### config.mk
export PLATFORM = sky130hd
export DESIGN_NAME = output_fault_and_hbridge_ctrl
export DESIGN_NICKNAME = d
export VERILOG_FILES = /design/src/pkg/ofh_pkg.sv /design/src/rtl/ms_tick.sv /design/src/rtl/oc_guard.sv /design/src/rtl/output_fault_and_hbridge_ctrl.sv
export SDC_FILE = /design/constraint.sdc
export NUM_CORES = 2
export LEC_CHECK = 0
export BUFFER_PORTS_ARGS = -buffer_cell sky130_fd_sc_hd__buf_2
export CAP_MARGIN = 25
export CELL_PAD_IN_SITES_DETAIL_PLACEMENT = 0
export CELL_PAD_IN_SITES_GLOBAL_PLACEMENT = 1
export CORE_MARGIN = 2
export CORE_UTILIZATION = 50
export DETAILED_ROUTE_END_ITERATION = 10
export GPL_TIMING_DRIVEN = 0
export PLACE_DENSITY_LB_ADDON = 0.1
export SYNTH_ARGS = -nofsm -noshare
export SYNTH_HDL_FRONTEND = slang
export SYNTH_SLANG_ARGS = --single-unit
export TNS_END_PERCENT = 50
### constraint.sdc
create_clock -name i_clk -period 9.35 [get_ports i_clk]
set_clock_uncertainty 0.05 [all_clocks]
set_input_delay 1.87 -clock i_clk [delete_from_list [all_inputs] [get_ports i_clk]]
set_output_delay 1.87 -clock i_clk [all_outputs]
set_load 0.02 [all_outputs]
### src/pkg/ofh_pkg.sv
// package: constants, register map and state types for output fault and bridge control
// assumes a 200 MHz system clock and a millisecond time base derived from it
package ofh_pkg;
  localparam int CLK_PERIOD_NS = 5;
  localparam int TICK_PERIOD_NS = 1000000; // 1 ms time base
  localparam int TICK_CYCLES = TICK_PERIOD_NS / CLK_PERIOD_NS;
  localparam logic [15:0] RETRY_MS = 16'h0004; // retry interval, ms
  localparam logic [15:0] OC_TIMEOUT_RST = 16'h01f4; // 500 ms
  localparam logic [15:0] LIM_LOW_MA = 16'h01b8; // 440 mA
  localparam logic [15:0] LIM_4A_MA = 16'h1130; // 4400 mA
  localparam logic [15:0] LIM_15A_MA = 16'h4074; // 16500 mA
  localparam logic [15:0] OC_LIMIT_RST = 16'h0000; // zero selects rating default
  localparam logic [15:0] REV_THRESH_RST = 16'h0064; // 100 mA
  localparam logic [15:0] REV_LIMIT_RST = 16'h00c8; // 200 ms
  localparam logic [15:0] CMD_RST = 16'h0000;
  localparam logic [1:0] RATING_LOW = 2'h0;
  localparam logic [1:0] RATING_4A = 2'h1;
  localparam logic [1:0] RATING_15A = 2'h2;
  localparam logic DIAG_RST = 1'b1;
  // register byte addresses
  localparam logic [7:0] ADDR_CTRL = 8'h00;
  localparam logic [7:0] ADDR_CMD = 8'h04;
  localparam logic [7:0] ADDR_ACTION = 8'h08;
  localparam logic [7:0] ADDR_OC_LIMIT = 8'h0c;
  localparam logic [7:0] ADDR_OC_TIMEOUT = 8'h10;
  localparam logic [7:0] ADDR_REV_THRESH = 8'h14;
  localparam logic [7:0] ADDR_REV_LIMIT = 8'h18;
  localparam logic [7:0] ADDR_STATUS = 8'h1c;
  localparam logic [7:0] ADDR_FAULT_VIEW = 8'h20;
  localparam logic [7:0] ADDR_USER_FAULT = 8'h24;
  // field positions
  localparam int CTRL_DIAG_BIT = 0;
  localparam int CTRL_RATING_LSB = 1;
  localparam int CTRL_ACK_BIT = 3;
  localparam int STATUS_WARN_BIT = 8;
  localparam int UF_ACT_BIT = 8;
  localparam int UF_CLR_BIT = 9;
  // fault list layout: user faults first, then device faults
  localparam int NUM_USER = 128;
  localparam int FLT_OC_FIRST = 128;
  localparam int FLT_OC_SECOND = 129;
  localparam int FLT_REV_WARN = 130;
  localparam int NUM_FLT = 131;
  localparam logic [7:0] ID_OC_FIRST = 8'hc8;
  localparam logic [7:0] ID_OC_SECOND = 8'hc9;
  localparam logic [7:0] ID_REV_WARN = 8'hca;
  localparam logic [7:0] DESC_USER = 8'h01; // warning class
  localparam logic [7:0] DESC_OC = 8'h82; // bit 7 marks shutdown class
  localparam logic [7:0] DESC_REV = 8'h03; // warning class
  typedef enum logic [1:0] {ACT_FLOAT = 2'b00, ACT_DIR_A = 2'b01, ACT_DIR_B = 2'b10,
                            ACT_BRAKE = 2'b11} bridge_action_t;
  typedef enum logic [2:0] {B_FLOAT = 3'b000, B_DIR_A = 3'b001, B_DIR_B = 3'b010,
                            B_BRAKE = 3'b011, B_REVERSE = 3'b100} bridge_state_t;
  typedef enum logic [1:0] {G_OK = 2'b00, G_OFF = 2'b01, G_ON = 2'b10,
                            G_FAULT = 2'b11} guard_state_t;
endpackage : ofh_pkg

### src/rtl/ms_tick.sv
// file: millisecond enable pulse divided down from the system clock
// assumes one free-running system clock
`timescale 1ns/1ps
module ms_tick #(
  parameter int CYCLES = ofh_pkg::TICK_CYCLES
) (
  input wire logic i_clk,
  input wire logic i_nrst,
  output logic o_tick
);
  import ofh_pkg::*;
  logic [17:0] cnt_ff;
  logic tick_ff;
  // count one tick period, pulse for one cycle at its end
  always_ff @(posedge i_clk or negedge i_nrst)
  begin
    if (!i_nrst)
    begin
      cnt_ff <= 18'h00000;
      tick_ff <= 1'b0;
    end
    else
    begin
      tick_ff <= (cnt_ff == 18'(CYCLES - 1));
      cnt_ff <= (cnt_ff == 18'(CYCLES - 1)) ? 18'h00000 : cnt_ff + 18'h00001;
    end
  end
  assign o_tick = tick_ff;
  property p_tick_single;
    @(posedge i_clk) disable iff (!i_nrst) tick_ff |=> !tick_ff;
  endproperty
  a_tick_single: assert property (p_tick_single) else $error("tick longer than one cycle");
endmodule : ms_tick

### src/rtl/oc_guard.sv
// file: per-leg overcurrent guard with timed retry and latched shutdown
// assumes a 1 ms enable tick and an overcurrent compare made by the caller
`timescale 1ns/1ps
module oc_guard (
  input wire logic i_clk,
  input wire logic i_nrst,
  input wire logic i_tick,
  input wire logic i_diag_en,
  input wire logic i_run,
  input wire logic i_over,
  input wire logic i_clear,
  input wire logic [15:0] i_timeout,
  output logic o_on,
  output logic o_trip,
  output ofh_pkg::guard_state_t o_state
);
  import ofh_pkg::*;
  guard_state_t state_ff, nxt_state;
  logic [15:0] phase_ff, elapsed_ff;
  logic period_end, timed_out;
  assign period_end = i_tick && (phase_ff == RETRY_MS - 16'h0001);
  assign timed_out = elapsed_ff >= i_timeout;
  // retry off/on every retry interval until current settles or time runs out
  always_comb
  begin
    nxt_state = state_ff;
    unique case (state_ff)
      G_OK: if (i_diag_en && i_run && i_over) nxt_state = G_OFF;
      G_OFF:
        if (!i_diag_en) nxt_state = G_OK;
        else if (timed_out) nxt_state = G_FAULT;
        else if (period_end) nxt_state = G_ON;
      G_ON:
        if (!i_diag_en) nxt_state = G_OK;
        else if (timed_out) nxt_state = G_FAULT;
        else if (i_over) nxt_state = G_OFF;
        else if (period_end) nxt_state = G_OK;
      G_FAULT: if (i_clear && !i_over) nxt_state = G_OK;
    endcase
  end
  // state and the two ms counters
  always_ff @(posedge i_clk or negedge i_nrst)
  begin
    if (!i_nrst)
    begin
      state_ff <= G_OK;
      phase_ff <= 16'h0000;
      elapsed_ff <= 16'h0000;
    end
    else
    begin
      state_ff <= nxt_state;
      if (nxt_state != state_ff || state_ff == G_OK) phase_ff <= 16'h0000;
      else if (i_tick) phase_ff <= phase_ff + 16'h0001;
      if (state_ff == G_OK || state_ff == G_FAULT) elapsed_ff <= 16'h0000;
      else if (i_tick && !timed_out) elapsed_ff <= elapsed_ff + 16'h0001;
    end
  end
  assign o_on = (state_ff == G_OK) || (state_ff == G_ON);
  assign o_trip = (nxt_state == G_FAULT) && (state_ff != G_FAULT);
  assign o_state = state_ff;
  property p_retry_on;
    @(posedge i_clk) disable iff (!i_nrst)
    (state_ff == G_OFF && i_diag_en && !timed_out && period_end) |=> (state_ff == G_ON);
  endproperty
  a_retry_on: assert property (p_retry_on) else $error("retry did not re-enable output");
  property p_timeout;
    @(posedge i_clk) disable iff (!i_nrst)
    ((state_ff == G_OFF || state_ff == G_ON) && i_diag_en && timed_out) |=> (state_ff == G_FAULT);
  endproperty
  a_timeout: assert property (p_timeout) else $error("overcurrent timeout did not shut down");
  property p_fault_hold;
    @(posedge i_clk) disable iff (!i_nrst)
    (state_ff == G_FAULT && !(i_clear && !i_over)) |=> (state_ff == G_FAULT && !o_on);
  endproperty
  a_fault_hold: assert property (p_fault_hold) else $error("fault left without clear");
endmodule : oc_guard

### src/rtl/output_fault_and_hbridge_ctrl.sv
// file: bridge pair sequencing, overcurrent protection and fault record
// assumes a plain register port and current feedback in mA per leg, synchronous to i_clk
// Contract
// - drive both legs from one state; never both switches of a leg.
// - software sets the command, then one of four bridge actions.
// - on reversal brake until both leg currents fall below threshold.
// - brake longer than the wait limit raises a warning, reversal still proceeds.
// - with diagnostics on (reset default) an overcurrent timeout holds the leg off until cleared.
// - on overcurrent switch off and retry every 4 ms until current drops; with diagnostics off the guard never switches the leg off.
// - on overcurrent timeout the leg goes off and the command becomes zero.
// - 15 A rating defaults to 16.5 A limit, 500 ms over turns off.
// - 4 A rating defaults to 4.4 A limit, 500 ms over turns off.
// - low range defaults to 440 mA limit, 500 ms over turns off.
// - one shared set of fault limits with defaults that software may overwrite.
// - show one fault at a time; acknowledge clears it and shows the next.
// - an acknowledged fault whose condition still holds stays shown.
// - 128 user fault flags that software sets and resets.
// - each user fault has a historic flag set when it goes inactive.
// - fault record holds description, fault number and active count.
// - faults are shutdown or warning class; warnings never touch drive.
`timescale 1ns/1ps
module output_fault_and_hbridge_ctrl #(
  parameter int TICK_CYCLES = ofh_pkg::TICK_CYCLES
) (
  input wire logic i_clk,
  input wire logic i_nrst,
  input wire logic [7:0] i_addr,
  input wire logic [31:0] i_wdata,
  input wire logic i_wr,
  input wire logic i_rd,
  output logic [31:0] o_rdata,
  input wire logic [15:0] i_bridge_leg_first_ma,
  input wire logic [15:0] i_bridge_leg_second_ma,
  output logic o_bridge_leg_first_hs,
  output logic o_bridge_leg_first_ls,
  output logic o_bridge_leg_second_hs,
  output logic o_bridge_leg_second_ls,
  output logic [15:0] o_cmd,
  output logic o_reversal_warn
);
  import ofh_pkg::*;

  // overcurrent limit: programmed value, or the rating default when zero
  function automatic logic [15:0] eff_limit(input logic [1:0] rating, input logic [15:0] lim);
    logic [15:0] r;
    r = lim;
    if (lim == 16'h0000)
    begin
      unique case (rating)
        RATING_LOW: r = LIM_LOW_MA;
        RATING_15A: r = LIM_15A_MA;
        default: r = LIM_4A_MA;
      endcase
    end
    return r;
  endfunction : eff_limit

  // lowest pending fault: {valid, bit position}
  function automatic logic [8:0] first_pending(input logic [NUM_FLT-1:0] v);
    logic [8:0] r;
    r = 9'h000;
    for (int i = NUM_FLT - 1; i >= 0; i--)
      if (v[i]) r = {1'b1, 8'(i)};
    return r;
  endfunction : first_pending

  function automatic logic [7:0] count_ones(input logic [NUM_FLT-1:0] v);
    logic [7:0] r;
    r = 8'h00;
    for (int i = 0; i < NUM_FLT; i++)
      r = r + {7'h00, v[i]};
    return r;
  endfunction : count_ones

  function automatic bridge_state_t act_state(input bridge_action_t a);
    bridge_state_t r;
    unique case (a)
      ACT_DIR_A: r = B_DIR_A;
      ACT_DIR_B: r = B_DIR_B;
      ACT_BRAKE: r = B_BRAKE;
      ACT_FLOAT: r = B_FLOAT;
    endcase
    return r;
  endfunction : act_state

  logic tick, diag_en_ff;
  logic [1:0] rating_ff;
  logic [15:0] cmd_ff, oc_limit_ff, oc_timeout_ff, limit;
  logic [15:0] reversal_current_threshold_ff, reversal_wait_limit_ff, rev_ms_ff;
  bridge_action_t bridge_action_ff;
  bridge_state_t state_ff, target_ff;
  logic warn_pulse_ff, warn_sticky_ff, first_hs_ff, first_ls_ff, second_hs_ff, second_ls_ff;
  logic [31:0] rdata_ff, read_mux;
  logic [NUM_USER-1:0] user_act_ff, user_hist_ff, user_fall, hist_clr;
  logic [6:0] user_sel_ff;
  logic [NUM_FLT-1:0] cond, cond_q_ff, pending_ff, hold, rise, clr_mask;
  logic [8:0] shown;
  logic [7:0] shown_id, shown_desc, active_cnt;
  logic wr_ctrl, wr_uf, ack, do_clr;
  logic over_first, over_second, below_both, rev_timeout, run, g1_on, g2_on, g1_trip, g2_trip;
  guard_state_t g1_state, g2_state;

  ms_tick #(.CYCLES(TICK_CYCLES)) u_tick (.i_clk(i_clk), .i_nrst(i_nrst), .o_tick(tick));

  // shared limits and current compares for both legs
  assign limit = eff_limit(rating_ff, oc_limit_ff);
  assign over_first = i_bridge_leg_first_ma > limit;
  assign over_second = i_bridge_leg_second_ma > limit;
  assign below_both = (i_bridge_leg_first_ma < reversal_current_threshold_ff) &&
                      (i_bridge_leg_second_ma < reversal_current_threshold_ff);
  assign rev_timeout = rev_ms_ff > reversal_wait_limit_ff;
  assign run = state_ff != B_FLOAT;

  oc_guard u_guard_first (
    .i_clk(i_clk), .i_nrst(i_nrst), .i_tick(tick), .i_diag_en(diag_en_ff), .i_run(run),
    .i_over(over_first), .i_clear(do_clr && shown[7:0] == 8'(FLT_OC_FIRST)),
    .i_timeout(oc_timeout_ff), .o_on(g1_on), .o_trip(g1_trip), .o_state(g1_state));

  oc_guard u_guard_second (
    .i_clk(i_clk), .i_nrst(i_nrst), .i_tick(tick), .i_diag_en(diag_en_ff), .i_run(run),
    .i_over(over_second), .i_clear(do_clr && shown[7:0] == 8'(FLT_OC_SECOND)),
    .i_timeout(oc_timeout_ff), .o_on(g2_on), .o_trip(g2_trip), .o_state(g2_state));

  // write decode
  assign wr_ctrl = i_wr && (i_addr == ADDR_CTRL);
  assign wr_uf = i_wr && (i_addr == ADDR_USER_FAULT);
  assign ack = wr_ctrl && i_wdata[CTRL_ACK_BIT];

  // configuration registers
  always_ff @(posedge i_clk or negedge i_nrst)
  begin
    if (!i_nrst)
    begin
      diag_en_ff <= DIAG_RST;
      rating_ff <= RATING_4A;
      oc_limit_ff <= OC_LIMIT_RST;
      oc_timeout_ff <= OC_TIMEOUT_RST;
      reversal_current_threshold_ff <= REV_THRESH_RST;
      reversal_wait_limit_ff <= REV_LIMIT_RST;
      bridge_action_ff <= ACT_FLOAT;
    end
    else if (i_wr)
    begin
      unique case (i_addr)
        ADDR_CTRL:
        begin
          diag_en_ff <= i_wdata[CTRL_DIAG_BIT];
          rating_ff <= i_wdata[CTRL_RATING_LSB +: 2];
        end
        ADDR_ACTION: bridge_action_ff <= bridge_action_t'(i_wdata[1:0]);
        ADDR_OC_LIMIT: oc_limit_ff <= i_wdata[15:0];
        ADDR_OC_TIMEOUT: oc_timeout_ff <= i_wdata[15:0];
        ADDR_REV_THRESH: reversal_current_threshold_ff <= i_wdata[15:0];
        ADDR_REV_LIMIT: reversal_wait_limit_ff <= i_wdata[15:0];
        default: ;
      endcase
    end
  end

  // command register; a timeout shutdown forces it to zero over any write
  always_ff @(posedge i_clk or negedge i_nrst)
  begin
    if (!i_nrst) cmd_ff <= CMD_RST;
    else if (g1_trip || g2_trip) cmd_ff <= CMD_RST;
    else if (i_wr && i_addr == ADDR_CMD) cmd_ff <= i_wdata[15:0];
  end

  // bridge sequencer: one state drives both legs in step
  always_ff @(posedge i_clk or negedge i_nrst)
  begin
    if (!i_nrst)
    begin
      state_ff <= B_FLOAT;
      target_ff <= B_FLOAT;
    end
    else
    begin
      unique case (state_ff)
        B_DIR_A, B_DIR_B:
          if ((state_ff == B_DIR_A && bridge_action_ff == ACT_DIR_B) ||
              (state_ff == B_DIR_B && bridge_action_ff == ACT_DIR_A))
          begin
            state_ff <= B_REVERSE;
            target_ff <= act_state(bridge_action_ff);
          end
          else state_ff <= act_state(bridge_action_ff);
        B_REVERSE:
          if (bridge_action_ff == ACT_FLOAT || bridge_action_ff == ACT_BRAKE)
            state_ff <= act_state(bridge_action_ff);
          else if (act_state(bridge_action_ff) != target_ff)
            target_ff <= act_state(bridge_action_ff);
          else if (below_both || rev_timeout) state_ff <= target_ff;
        B_FLOAT, B_BRAKE: state_ff <= act_state(bridge_action_ff);
        default: state_ff <= B_FLOAT;
      endcase
    end
  end

  // reversal brake timer and warning
  always_ff @(posedge i_clk or negedge i_nrst)
  begin
    if (!i_nrst)
    begin
      rev_ms_ff <= 16'h0000;
      warn_pulse_ff <= 1'b0;
      warn_sticky_ff <= 1'b0;
    end
    else
    begin
      if (state_ff != B_REVERSE) rev_ms_ff <= 16'h0000;
      else if (tick && !rev_timeout) rev_ms_ff <= rev_ms_ff + 16'h0001;
      warn_pulse_ff <= state_ff == B_REVERSE && act_state(bridge_action_ff) == target_ff &&
                       !below_both && rev_timeout;
      warn_sticky_ff <= warn_pulse_ff ||
                        (warn_sticky_ff && !(i_wr && i_addr == ADDR_STATUS &&
                                             i_wdata[STATUS_WARN_BIT]));
    end
  end

  // leg drive: each leg drives high or low switch, never both; guard gates the leg
  always_ff @(posedge i_clk or negedge i_nrst)
  begin
    if (!i_nrst)
    begin
      first_hs_ff <= 1'b0;
      first_ls_ff <= 1'b0;
      second_hs_ff <= 1'b0;
      second_ls_ff <= 1'b0;
    end
    else
    begin
      first_hs_ff <= (state_ff == B_DIR_A) && g1_on;
      first_ls_ff <= (state_ff inside {B_DIR_B, B_BRAKE, B_REVERSE}) && g1_on;
      second_hs_ff <= (state_ff == B_DIR_B) && g2_on;
      second_ls_ff <= (state_ff inside {B_DIR_A, B_BRAKE, B_REVERSE}) && g2_on;
    end
  end

  // user faults with historic flags; set of a historic flag wins over its clear
  assign user_fall = cond_q_ff[NUM_USER-1:0] & ~user_act_ff;
  assign hist_clr = {{(NUM_USER-1){1'b0}}, wr_uf && i_wdata[UF_CLR_BIT]} << i_wdata[6:0];
  always_ff @(posedge i_clk or negedge i_nrst)
  begin
    if (!i_nrst)
    begin
      user_act_ff <= {NUM_USER{1'b0}};
      user_hist_ff <= {NUM_USER{1'b0}};
      user_sel_ff <= 7'h00;
    end
    else
    begin
      if (wr_uf)
      begin
        user_sel_ff <= i_wdata[6:0];
        user_act_ff[i_wdata[6:0]] <= i_wdata[UF_ACT_BIT];
      end
      user_hist_ff <= (user_hist_ff & ~hist_clr) | user_fall;
    end
  end

  // fault record: conditions, pending list, shown entry; user faults are warnings only
  assign cond = {warn_pulse_ff, g2_state == G_FAULT, g1_state == G_FAULT, user_act_ff};
  assign hold = {1'b0, over_second, over_first, user_act_ff};
  assign rise = cond & ~cond_q_ff;
  assign shown = first_pending(pending_ff);
  assign do_clr = ack && shown[8] && !hold[shown[7:0]];
  assign clr_mask = {{(NUM_FLT-1){1'b0}}, do_clr} << shown[7:0];
  assign active_cnt = count_ones({1'b0, cond[NUM_FLT-2:0]});
  assign shown_id = !shown[8] ? 8'h00 :
                    (shown[7:0] < 8'(NUM_USER)) ? shown[7:0] + 8'h01 :
                    (shown[7:0] == 8'(FLT_OC_FIRST)) ? ID_OC_FIRST :
                    (shown[7:0] == 8'(FLT_OC_SECOND)) ? ID_OC_SECOND : ID_REV_WARN;
  assign shown_desc = !shown[8] ? 8'h00 :
                      (shown[7:0] < 8'(NUM_USER)) ? DESC_USER :
                      (shown[7:0] == 8'(FLT_REV_WARN)) ? DESC_REV : DESC_OC;
  always_ff @(posedge i_clk or negedge i_nrst)
  begin
    if (!i_nrst)
    begin
      cond_q_ff <= {NUM_FLT{1'b0}};
      pending_ff <= {NUM_FLT{1'b0}};
    end
    else
    begin
      cond_q_ff <= cond;
      pending_ff <= (pending_ff & ~clr_mask) | rise;
    end
  end

  // read mux and registered read data, valid only in the cycle after the strobe
  always_comb
  begin
    read_mux = 32'h00000000;
    unique case (i_addr)
      ADDR_CTRL: read_mux = {29'h0, rating_ff, diag_en_ff};
      ADDR_CMD: read_mux = {16'h0000, cmd_ff};
      ADDR_ACTION: read_mux = {30'h0, bridge_action_ff};
      ADDR_OC_LIMIT: read_mux = {16'h0000, oc_limit_ff};
      ADDR_OC_TIMEOUT: read_mux = {16'h0000, oc_timeout_ff};
      ADDR_REV_THRESH: read_mux = {16'h0000, reversal_current_threshold_ff};
      ADDR_REV_LIMIT: read_mux = {16'h0000, reversal_wait_limit_ff};
      ADDR_STATUS: read_mux = {23'h0, warn_sticky_ff, g2_state, g1_state, 1'b0, state_ff};
      ADDR_FAULT_VIEW: read_mux = {8'h00, active_cnt, shown_desc, shown_id};
      ADDR_USER_FAULT: read_mux = {22'h0, user_hist_ff[user_sel_ff],
                                   user_act_ff[user_sel_ff], 1'b0, user_sel_ff};
      default: read_mux = 32'h00000000;
    endcase
  end
  always_ff @(posedge i_clk or negedge i_nrst)
  begin
    if (!i_nrst) rdata_ff <= 32'h00000000;
    else rdata_ff <= i_rd ? read_mux : 32'h00000000;
  end

  assign o_rdata = rdata_ff;
  assign o_bridge_leg_first_hs = first_hs_ff;
  assign o_bridge_leg_first_ls = first_ls_ff;
  assign o_bridge_leg_second_hs = second_hs_ff;
  assign o_bridge_leg_second_ls = second_ls_ff;
  assign o_cmd = cmd_ff;
  assign o_reversal_warn = warn_pulse_ff;

  property p_no_shoot_first;
    @(posedge i_clk) disable iff (!i_nrst) !(first_hs_ff && first_ls_ff);
  endproperty
  a_no_shoot_first: assert property (p_no_shoot_first) else $error("first leg shoot-through");
  property p_no_shoot_second;
    @(posedge i_clk) disable iff (!i_nrst) !(second_hs_ff && second_ls_ff);
  endproperty
  a_no_shoot_second: assert property (p_no_shoot_second) else $error("second leg shoot-through");
  property p_rev_entry;
    @(posedge i_clk) disable iff (!i_nrst)
    (state_ff == B_DIR_A && bridge_action_ff == ACT_DIR_B) |=> (state_ff == B_REVERSE)
      ##1 (!first_hs_ff && !second_hs_ff);
  endproperty
  a_rev_entry: assert property (p_rev_entry) else $error("reversal skipped the brake");
  property p_rev_warn;
    @(posedge i_clk) disable iff (!i_nrst)
    (state_ff == B_REVERSE && act_state(bridge_action_ff) == target_ff && !below_both &&
     rev_timeout) |=> (warn_pulse_ff && state_ff == $past(target_ff));
  endproperty
  a_rev_warn: assert property (p_rev_warn) else $error("reversal timeout mishandled");
  property p_cmd_zero;
    @(posedge i_clk) disable iff (!i_nrst) (g1_trip || g2_trip) |=> (o_cmd == 16'h0000);
  endproperty
  a_cmd_zero: assert property (p_cmd_zero) else $error("command not zeroed on shutdown");
  property p_fault_off;
    @(posedge i_clk) disable iff (!i_nrst)
    (g1_state == G_FAULT) |=> (!first_hs_ff && !first_ls_ff);
  endproperty
  a_fault_off: assert property (p_fault_off) else $error("faulted leg still driven");
  property p_ack_hold;
    @(posedge i_clk) disable iff (!i_nrst)
    (ack && shown[8] && hold[shown[7:0]]) |=> pending_ff[$past(shown[7:0])];
  endproperty
  a_ack_hold: assert property (p_ack_hold) else $error("held fault was cleared");
  property p_hist_set;
    @(posedge i_clk) disable iff (!i_nrst)
    (wr_uf && !i_wdata[UF_ACT_BIT] && user_act_ff[i_wdata[6:0]]) |=> ##1
      user_hist_ff[$past(i_wdata[6:0], 2)];
  endproperty
  a_hist_set: assert property (p_hist_set) else $error("historic flag not set");
endmodule : output_fault_and_hbridge_ctrl

* Word level (Yosys, flattened, before mapping)
Cells that the tools add are included.
** Storage, ports and cells
- Output and inout port bits :: 53
- Flip-flop bits (word level) :: 757
** Operators by class
- Bitwise logic cells :: 10
- Shifts and indexed selects :: 2
- Reduce and logical (&&, ||, !) cells :: 81
- Equality and inequality tests :: 43
- Add/sub/neg operators :: 136
- $lt $le $gt $ge :: 12
- Mux-type cells :: 196
** Operator list (count)
- two-way mux 9 bit :: 131
- adder 8 x 1 -> 8 bit :: 122
- bitwise AND 131 bit :: 2
- NOT 131 bit :: 2
- bitwise AND 128 bit :: 2
- NOT 128 bit :: 2
- one-hot mux 24 bit (10 select lines) :: 1
- two-way mux 16 bit :: 13
- OR 131 bit :: 1
- << shifter 1 x 8 -> 131 bit :: 1
- bitwise mux 128 bit :: 1
- OR 128 bit :: 1
- << shifter 1 x 7 -> 128 bit :: 1
- adder 16 x 1 -> 16 bit, second input constant :: 5
- greater-than comparator 16 bit :: 3
- two-way mux 2 bit :: 20
- two-way mux 8 bit :: 5
- logical AND 1 bit :: 35
- == test 16 x 2 -> 1 bit, second input constant :: 2
- == test 8 x 5 -> 1 bit, second input constant :: 4
- >= comparator 16 bit :: 2
- < comparator 16 bit :: 2
- two-way mux 32 bit :: 1
- one-hot mux 15 bit (2 select lines) :: 1
- other kinds (49) :: 120

* Logic depth before layout (Yosys ltp)
- Depth after elaboration :: 143
- Mapped depth :: 24
- Depth with buffers taken out :: 24

* By module
Synthesis repeated with hierarchy kept, for this count alone.
** Second synthesis, totals
- Cell total of the unflattened synthesis :: 4244
- Area, all modules :: 42868.6 um^2
** Modules (own cells, without submodules)
- output_fault_and_hbridge_ctrl :: cells each 3652, sequential area each 16558.4 um^2, times used 1, area each 37174.4 um^2
- oc_guard :: cells each 253, sequential area each 850.8 um^2, times used 2, area each 2398.6 um^2
- ms_tick :: cells each 86, sequential area each 475.5 um^2, times used 1, area each 897.1 um^2

* Least setup slack after synthesis
Ideal clock, no wire load.
- Kind :: register -> register
- Start point :: reg user_act_ff[77]
- End point :: reg rdata_ff[22], in the netlist o_rdata[22]
- Library setup time :: 0.129 ns
- Setup slack :: 2.132 ns
- Arrival :: 7.039 ns
- Stages on the path, launching flop included :: 24
- Period minus slack after synthesis :: 7.218 ns
- Buffers on the path :: 0
- Cell sequence :: dfrtp_1 inv_1 fa_1 inv_1 fa_1 fa_1 inv_1 fa_1 inv_1 fa_1 inv_1 fa_1 inv_1 fa_1 fa_1 fa_1 fa_1 fa_1 a21o_1 a21o_1 a21o_1 a21oi_1 xor2_1 nor2_1
** Between the ends
- Cells in the longest elaborated chain, start to end :: 55
** RTL lines
- start, declared :: line output_fault_and_hbridge_ctrl.sv:94 : logic [NUM_USER-1:0] user_act_ff, user_hist_ff, user_fall, hist_clr;
- start signal, assigned :: line output_fault_and_hbridge_ctrl.sv:246 : user_act_ff <= {NUM_USER{1'b0}};
- start signal, assigned by index :: line output_fault_and_hbridge_ctrl.sv:255 : user_act_ff[i_wdata[6:0]] <= i_wdata[UF_ACT_BIT];
- adder 8 x 1 -> 8 bit (53 in a row) :: line output_fault_and_hbridge_ctrl.sv:71 : r = r + {7'h00, v[i]};
- one-hot mux 24 bit (10 select lines) :: line output_fault_and_hbridge_ctrl.sv:294 : unique case (i_addr)
- two-way mux 32 bit :: line output_fault_and_hbridge_ctrl.sv:312 : else rdata_ff <= i_rd ? read_mux : 32'h00000000;
- end signal, assigned :: line output_fault_and_hbridge_ctrl.sv:312
- end, declared :: line output_fault_and_hbridge_ctrl.sv:93 : logic [31:0] rdata_ff, read_mux;
Every way passes these cells.
A chain may end at the register's enable or synchronous reset.

* Worst setup path in the final report
- Start point :: reg u_guard_first.state_ff[1], in the netlist u_guard_first.o_state[1]
- End point :: reg rdata_ff[22], in the netlist o_rdata[22]
** Between the ends
- Cells in the longest elaborated chain, start to end :: 5
** RTL lines
- start, declared :: line oc_guard.sv:18 : guard_state_t state_ff, nxt_state;
- start signal, assigned :: line oc_guard.sv:52 : state_ff <= nxt_state;
- == test 2 bit :: line output_fault_and_hbridge_ctrl.sv:262 : assign cond = {warn_pulse_ff, g2_state == G_FAULT, g1_state == G_FAULT, user_act_ff};
- via cond[128] :: line output_fault_and_hbridge_ctrl.sv:96 : logic [NUM_FLT-1:0] cond, cond_q_ff, pending_ff, hold, rise, clr_mask;
- adder 8 x 1 -> 8 bit (2 in a row) :: line output_fault_and_hbridge_ctrl.sv:71
- one-hot mux 24 bit (10 select lines) :: line output_fault_and_hbridge_ctrl.sv:294
- two-way mux 32 bit :: line output_fault_and_hbridge_ctrl.sv:312
The timed path passes the listed nets, and every way through them passes these cells.

==> flow_summary_export.csv <==
group,metric,value,unit
min_path,hold_class,"reg -> reg",
synthesis,yosysTopAreaCell,"dfrtp_1",
critical_path,cp_slowest_cell,"fa_1",
critical_path,path_buf_inv,4,
place,finalWeightedCongestion,1.061,
global_route,grt_max_degree,116,
critical_path,crit_type,"reg -> reg",
layout,fill_cells,7615,
detailed_routing,drc,0,
critical_path,path_common_cell,"fa_1",
run_status,status,"finished, final reports clean",
detailed_routing,wirelength,174000,um
clock_tree,holdBufCountCts,0,
sta,hold_violations,0,
clock_tree,cts_inserted_buffers,86,
critical_path,cp_max_fo,8,
place,port_buffers,100,
global_route,grt_util_all_layers,39.97,%
global_route,antenna_found_initial,11,
global_route,overflow,0,
floorplanning,die_area,0.08770,mm^2
floorplanning,io_pins,129,
synthesis,syn_area,0.04267,mm^2
synthesis,synth_ff_type,"dfrtp_1",
synthesis,synthArstFlopShare,100.0,%
sta,worst_pin_slew,1.221,ns
power_and_ir_drop,p_total,8.631,mW
detailed_routing,via_per_inst,6.398,
floorplanning,die_y,296.1,um
detailed_routing,drt-wirelength-per-cell,30.27,um
place,dp_cells,5579,
sta,worst_hold_slack,0.4100,ns
detailed_routing,drt_iter0_drc,4636,
power_and_ir_drop,irDropWorstVdd,0.7630,mV
detailed_routing,drt-pass1-iter-count,6,
detailed_routing,dr_total_vias,36760,
floorplanning,die-width,296.1,um
layout,multi_input_area,0.02156,mm^2
critical_path,cp.required,9.83,ns
place,place_hpwl,132600,um
power_and_ir_drop,leakagePower,20.68,nW
synthesis,yosys_warnings,0,
job,maxCapViolCount,0,
global_route,grt_pass1_vias,34980,
critical_path,start_kind,"flop",
layout,nNetsFinal,4875,
sta,relSlewSlack,18.60,%
power_and_ir_drop,sw_frac_of_total,30.13,%
synthesis,synthDistinctLibCells,97,
layout,final_area,0.04837,mm^2
synthesis,ys_seq_area_share,43.91,%
critical_path,crit_path_end_kind,"flop",
clock_tree,cts_resized,0,
sta,post-route-period-util,90.41,%
clock_tree,cts_sinks,748,
synthesis,ys_ff_latch,748,
sta,setup_ws,0.8963,ns
floorplanning,rows,107,
sta,finalCriticalPeriod,8.454,ns
power_and_ir_drop,p_int,6.030,mW
synthesis,synthTopCellsByArea,"dfrtp_1, fa_1, o21ai_0, ha_1, mux4_2",
power_and_ir_drop,power_density,178.4,mW/mm^2
clock_tree,clock_latency,0.67,ns
layout,regArea,0.01874,mm^2
floorplanning,start_util,50.27,%
layout,instances_no_fill,5746,
sta,fmax,0.1183,GHz
clock_tree,clk_path_buf_depth,3,
sta,slew_viol_final,0,
synthesis,avgSynthCellArea,9.972,um^2
synthesis,synth_edf_count,0,
power_and_ir_drop,p_switching,2.601,mW
critical_path,crit_path_max_incr_delay,0.65,ns
power_and_ir_drop,p_comb_share,21.2,%
layout,syn_to_final_growth,13.36,%
power_and_ir_drop,pwr-share-clk,40.4,%
layout,layout-drive-gt1-share,13.47,%
place,post_dp_cell_area,0.04544,mm^2
place,place_ws,0.9850,ns
clock_tree,clk_pin_slew,0.06,ns
critical_path,path_cells,"ha_1 -> inv_1 -> buf_1 -> buf_6 -> fa_1 -> fa_1 -> fa_1 -> fa_1 -> fa_1 -> fa_1 -> fa_1 -> fa_1 -> fa_1 -> inv_1 -> ha_1 -> fa_1 -> a21o_1 -> a21o_1 -> a21o_1 -> a21oi_1 -> xor2_1 -> nor2_1",
clock_tree,root_buffer,"clkbuf_16",
critical_path,cp_top_family,"adder cells",
global_route,grt_pass1_wl,249200,um
critical_path,crit_arrival,8.93,ns
clock_tree,post_cts_buffers,0,
synthesis,synth_top_area_share,43.04,%
detailed_routing,antenna_left,0,
floorplanning,core,0.08488,mm^2
synthesis,synthCells,4279,
sta,rsz0062_at_grt,"false",
clock_tree,cts_tree,"done",
clock_tree,cts-htree-levels,3,
power_and_ir_drop,seq_power_share,38.3,%
sta,setup_violations,0,
[power groups by stage]
| stage | clock network (mW) | logic [mW] | registers, mW |
|---|---|---|---|
| after floorplan | 0 | 1.24 | 3.35 |
| after global placement | 0 | 1.79 | 3.37 |
| after detailed placement | 0 | 1.83 | 3.36 |
| after CTS | 3.51 | 1.84 | 3.31 |
| after global routing | 3.65 | 2.05 | 3.31 |
| final | 3.49 | 1.83 | 3.31 |
[flip-flops by register name, indices dropped and copies added, names as in the netlist, 18 cells and up]
name,cells
cond_q_ff,131
pending_ff,131
user_act_ff,128
user_hist_ff,128
o_rdata,24
u_tick.cnt_ff,18
[path summary, 6_finish.rpt]
kind / slack, ns / depth (start not counted) / to / start
worst max register to register: 0.90 / 22 / o_rdata[22] / u_guard_first.o_state[1]
worst min-delay path: 0.41 / 0 / cond_q_ff[35] / user_act_ff[35]
max in group asynchronous: 6.31 / 3 / user_act_ff[74] / i_nrst
min in group asynchronous: 1.25 / 1 / reversal_current_threshold_ff[13] / i_nrst
worst min register to register: 0.41 / 0 / cond_q_ff[35] / user_act_ff[35]
worst max-delay path: 0.90 / 22 / o_rdata[22] / u_guard_first.o_state[1]
[cell usage in the layout, fill, tap and decap left out, types with 33 or more instances in the layout]
cell       instances
a21o_1            37
a21oi_1          234
a22oi_1           49
a31oi_1           81
and2_1            37
and3_1            37
buf_2            123
clkbuf_1         153
clkbuf_16         86
dfrtp_1          734
fa_1             117
ha_1             156
inv_1            426
mux2_2           142
mux2i_1           43
mux4_2            85
nand2_1          349
nand3_1           85
nand4_1           46
nor2_1           334
nor2b_1           52
nor3_1            96
nor4_1            62
o21ai_0          392
o31ai_1           34
xnor2_1           61
xor2_1            33
[cells in the mapped netlist, types with 31 or more instances]
master / number
dfrtp_1: 734
inv_1: 426
o21ai_0: 392
nand2_1: 349
nor2_1: 336
a21oi_1: 234
ha_1: 156
mux2_2: 142
clkbuf_1: 136
fa_1: 117
nor3_1: 97
mux4_2: 85
nand3_1: 85
a31oi_1: 81
nor4_1: 62
xnor2_1: 61
nor2b_1: 52
a22oi_1: 49
nand4_1: 46
mux2i_1: 43
a21o_1: 37
and2_1: 37
and3_1: 37
o31ai_1: 34
xor2_1: 33
nand2b_1: 31
[worst register-to-register path, stage by stage (launching register included)]
cell	delay [ns]
dfrtp_1	0.56
ha_1	0.37
inv_1	0.23
buf_1	0.49
buf_6	0.25
fa_1	0.43
fa_1	0.65
fa_1	0.49
fa_1	0.50
fa_1	0.59
fa_1	0.46
fa_1	0.54
fa_1	0.48
fa_1	0.52
inv_1	0.04
ha_1	0.20
fa_1	0.41
a21o_1	0.19
a21o_1	0.19
a21o_1	0.19
a21oi_1	0.17
xor2_1	0.22
nor2_1	0.09
[stage by stage]
stage / TNS, ns / utilization [%]
4_1_cts: 0 / 56.94
3_5_place_dp: 0 / 53.53
3_3_place_gp: -7463.58 / 52.58
2_1_floorplan: 0 / -
6_report: 0 / 56.99
5_1_grt: 0 / 56.97
[per-layer routing]
metal	vias to the layer above	GRT usage, %	wire [um]	part of all wire (%)
li1	15640	-	-	-
met5	-	0	27	0.016
met2	2132	59.21	75040	43
met3	519	10.76	19710	11
met1	18460	53.49	67840	39
met4	4	21.79	11330	6.5
[area by class of cell]
cell class                      instances  area share, %
Sequential cell                       748          38.73
Inverter                              428          3.321
Antenna cell                            5        0.02587
Multi-Input combinational cell       2925          44.58
Clock inverter                         34         0.9260
Timing Repair Buffer                  152          2.695
Tap cell                             1144          2.959
Buffer                                185          1.702
Clock buffer                          125          5.062
[cell families (layout without fill, tap and decap cells)]
group	Yosys count	in the layout	share of synthesized area, %
flops	748	748	43.91
other cells	1	13	0.008788
fa+ha+maj	273	273	10.06
buf+inv	613	924	5.668
xor+xnor	94	94	1.929
compound gates	1059	1059	15.39
mux	271	271	9.268
simple gates	1220	1220	13.77
Power figures use the tool's default switching activity.
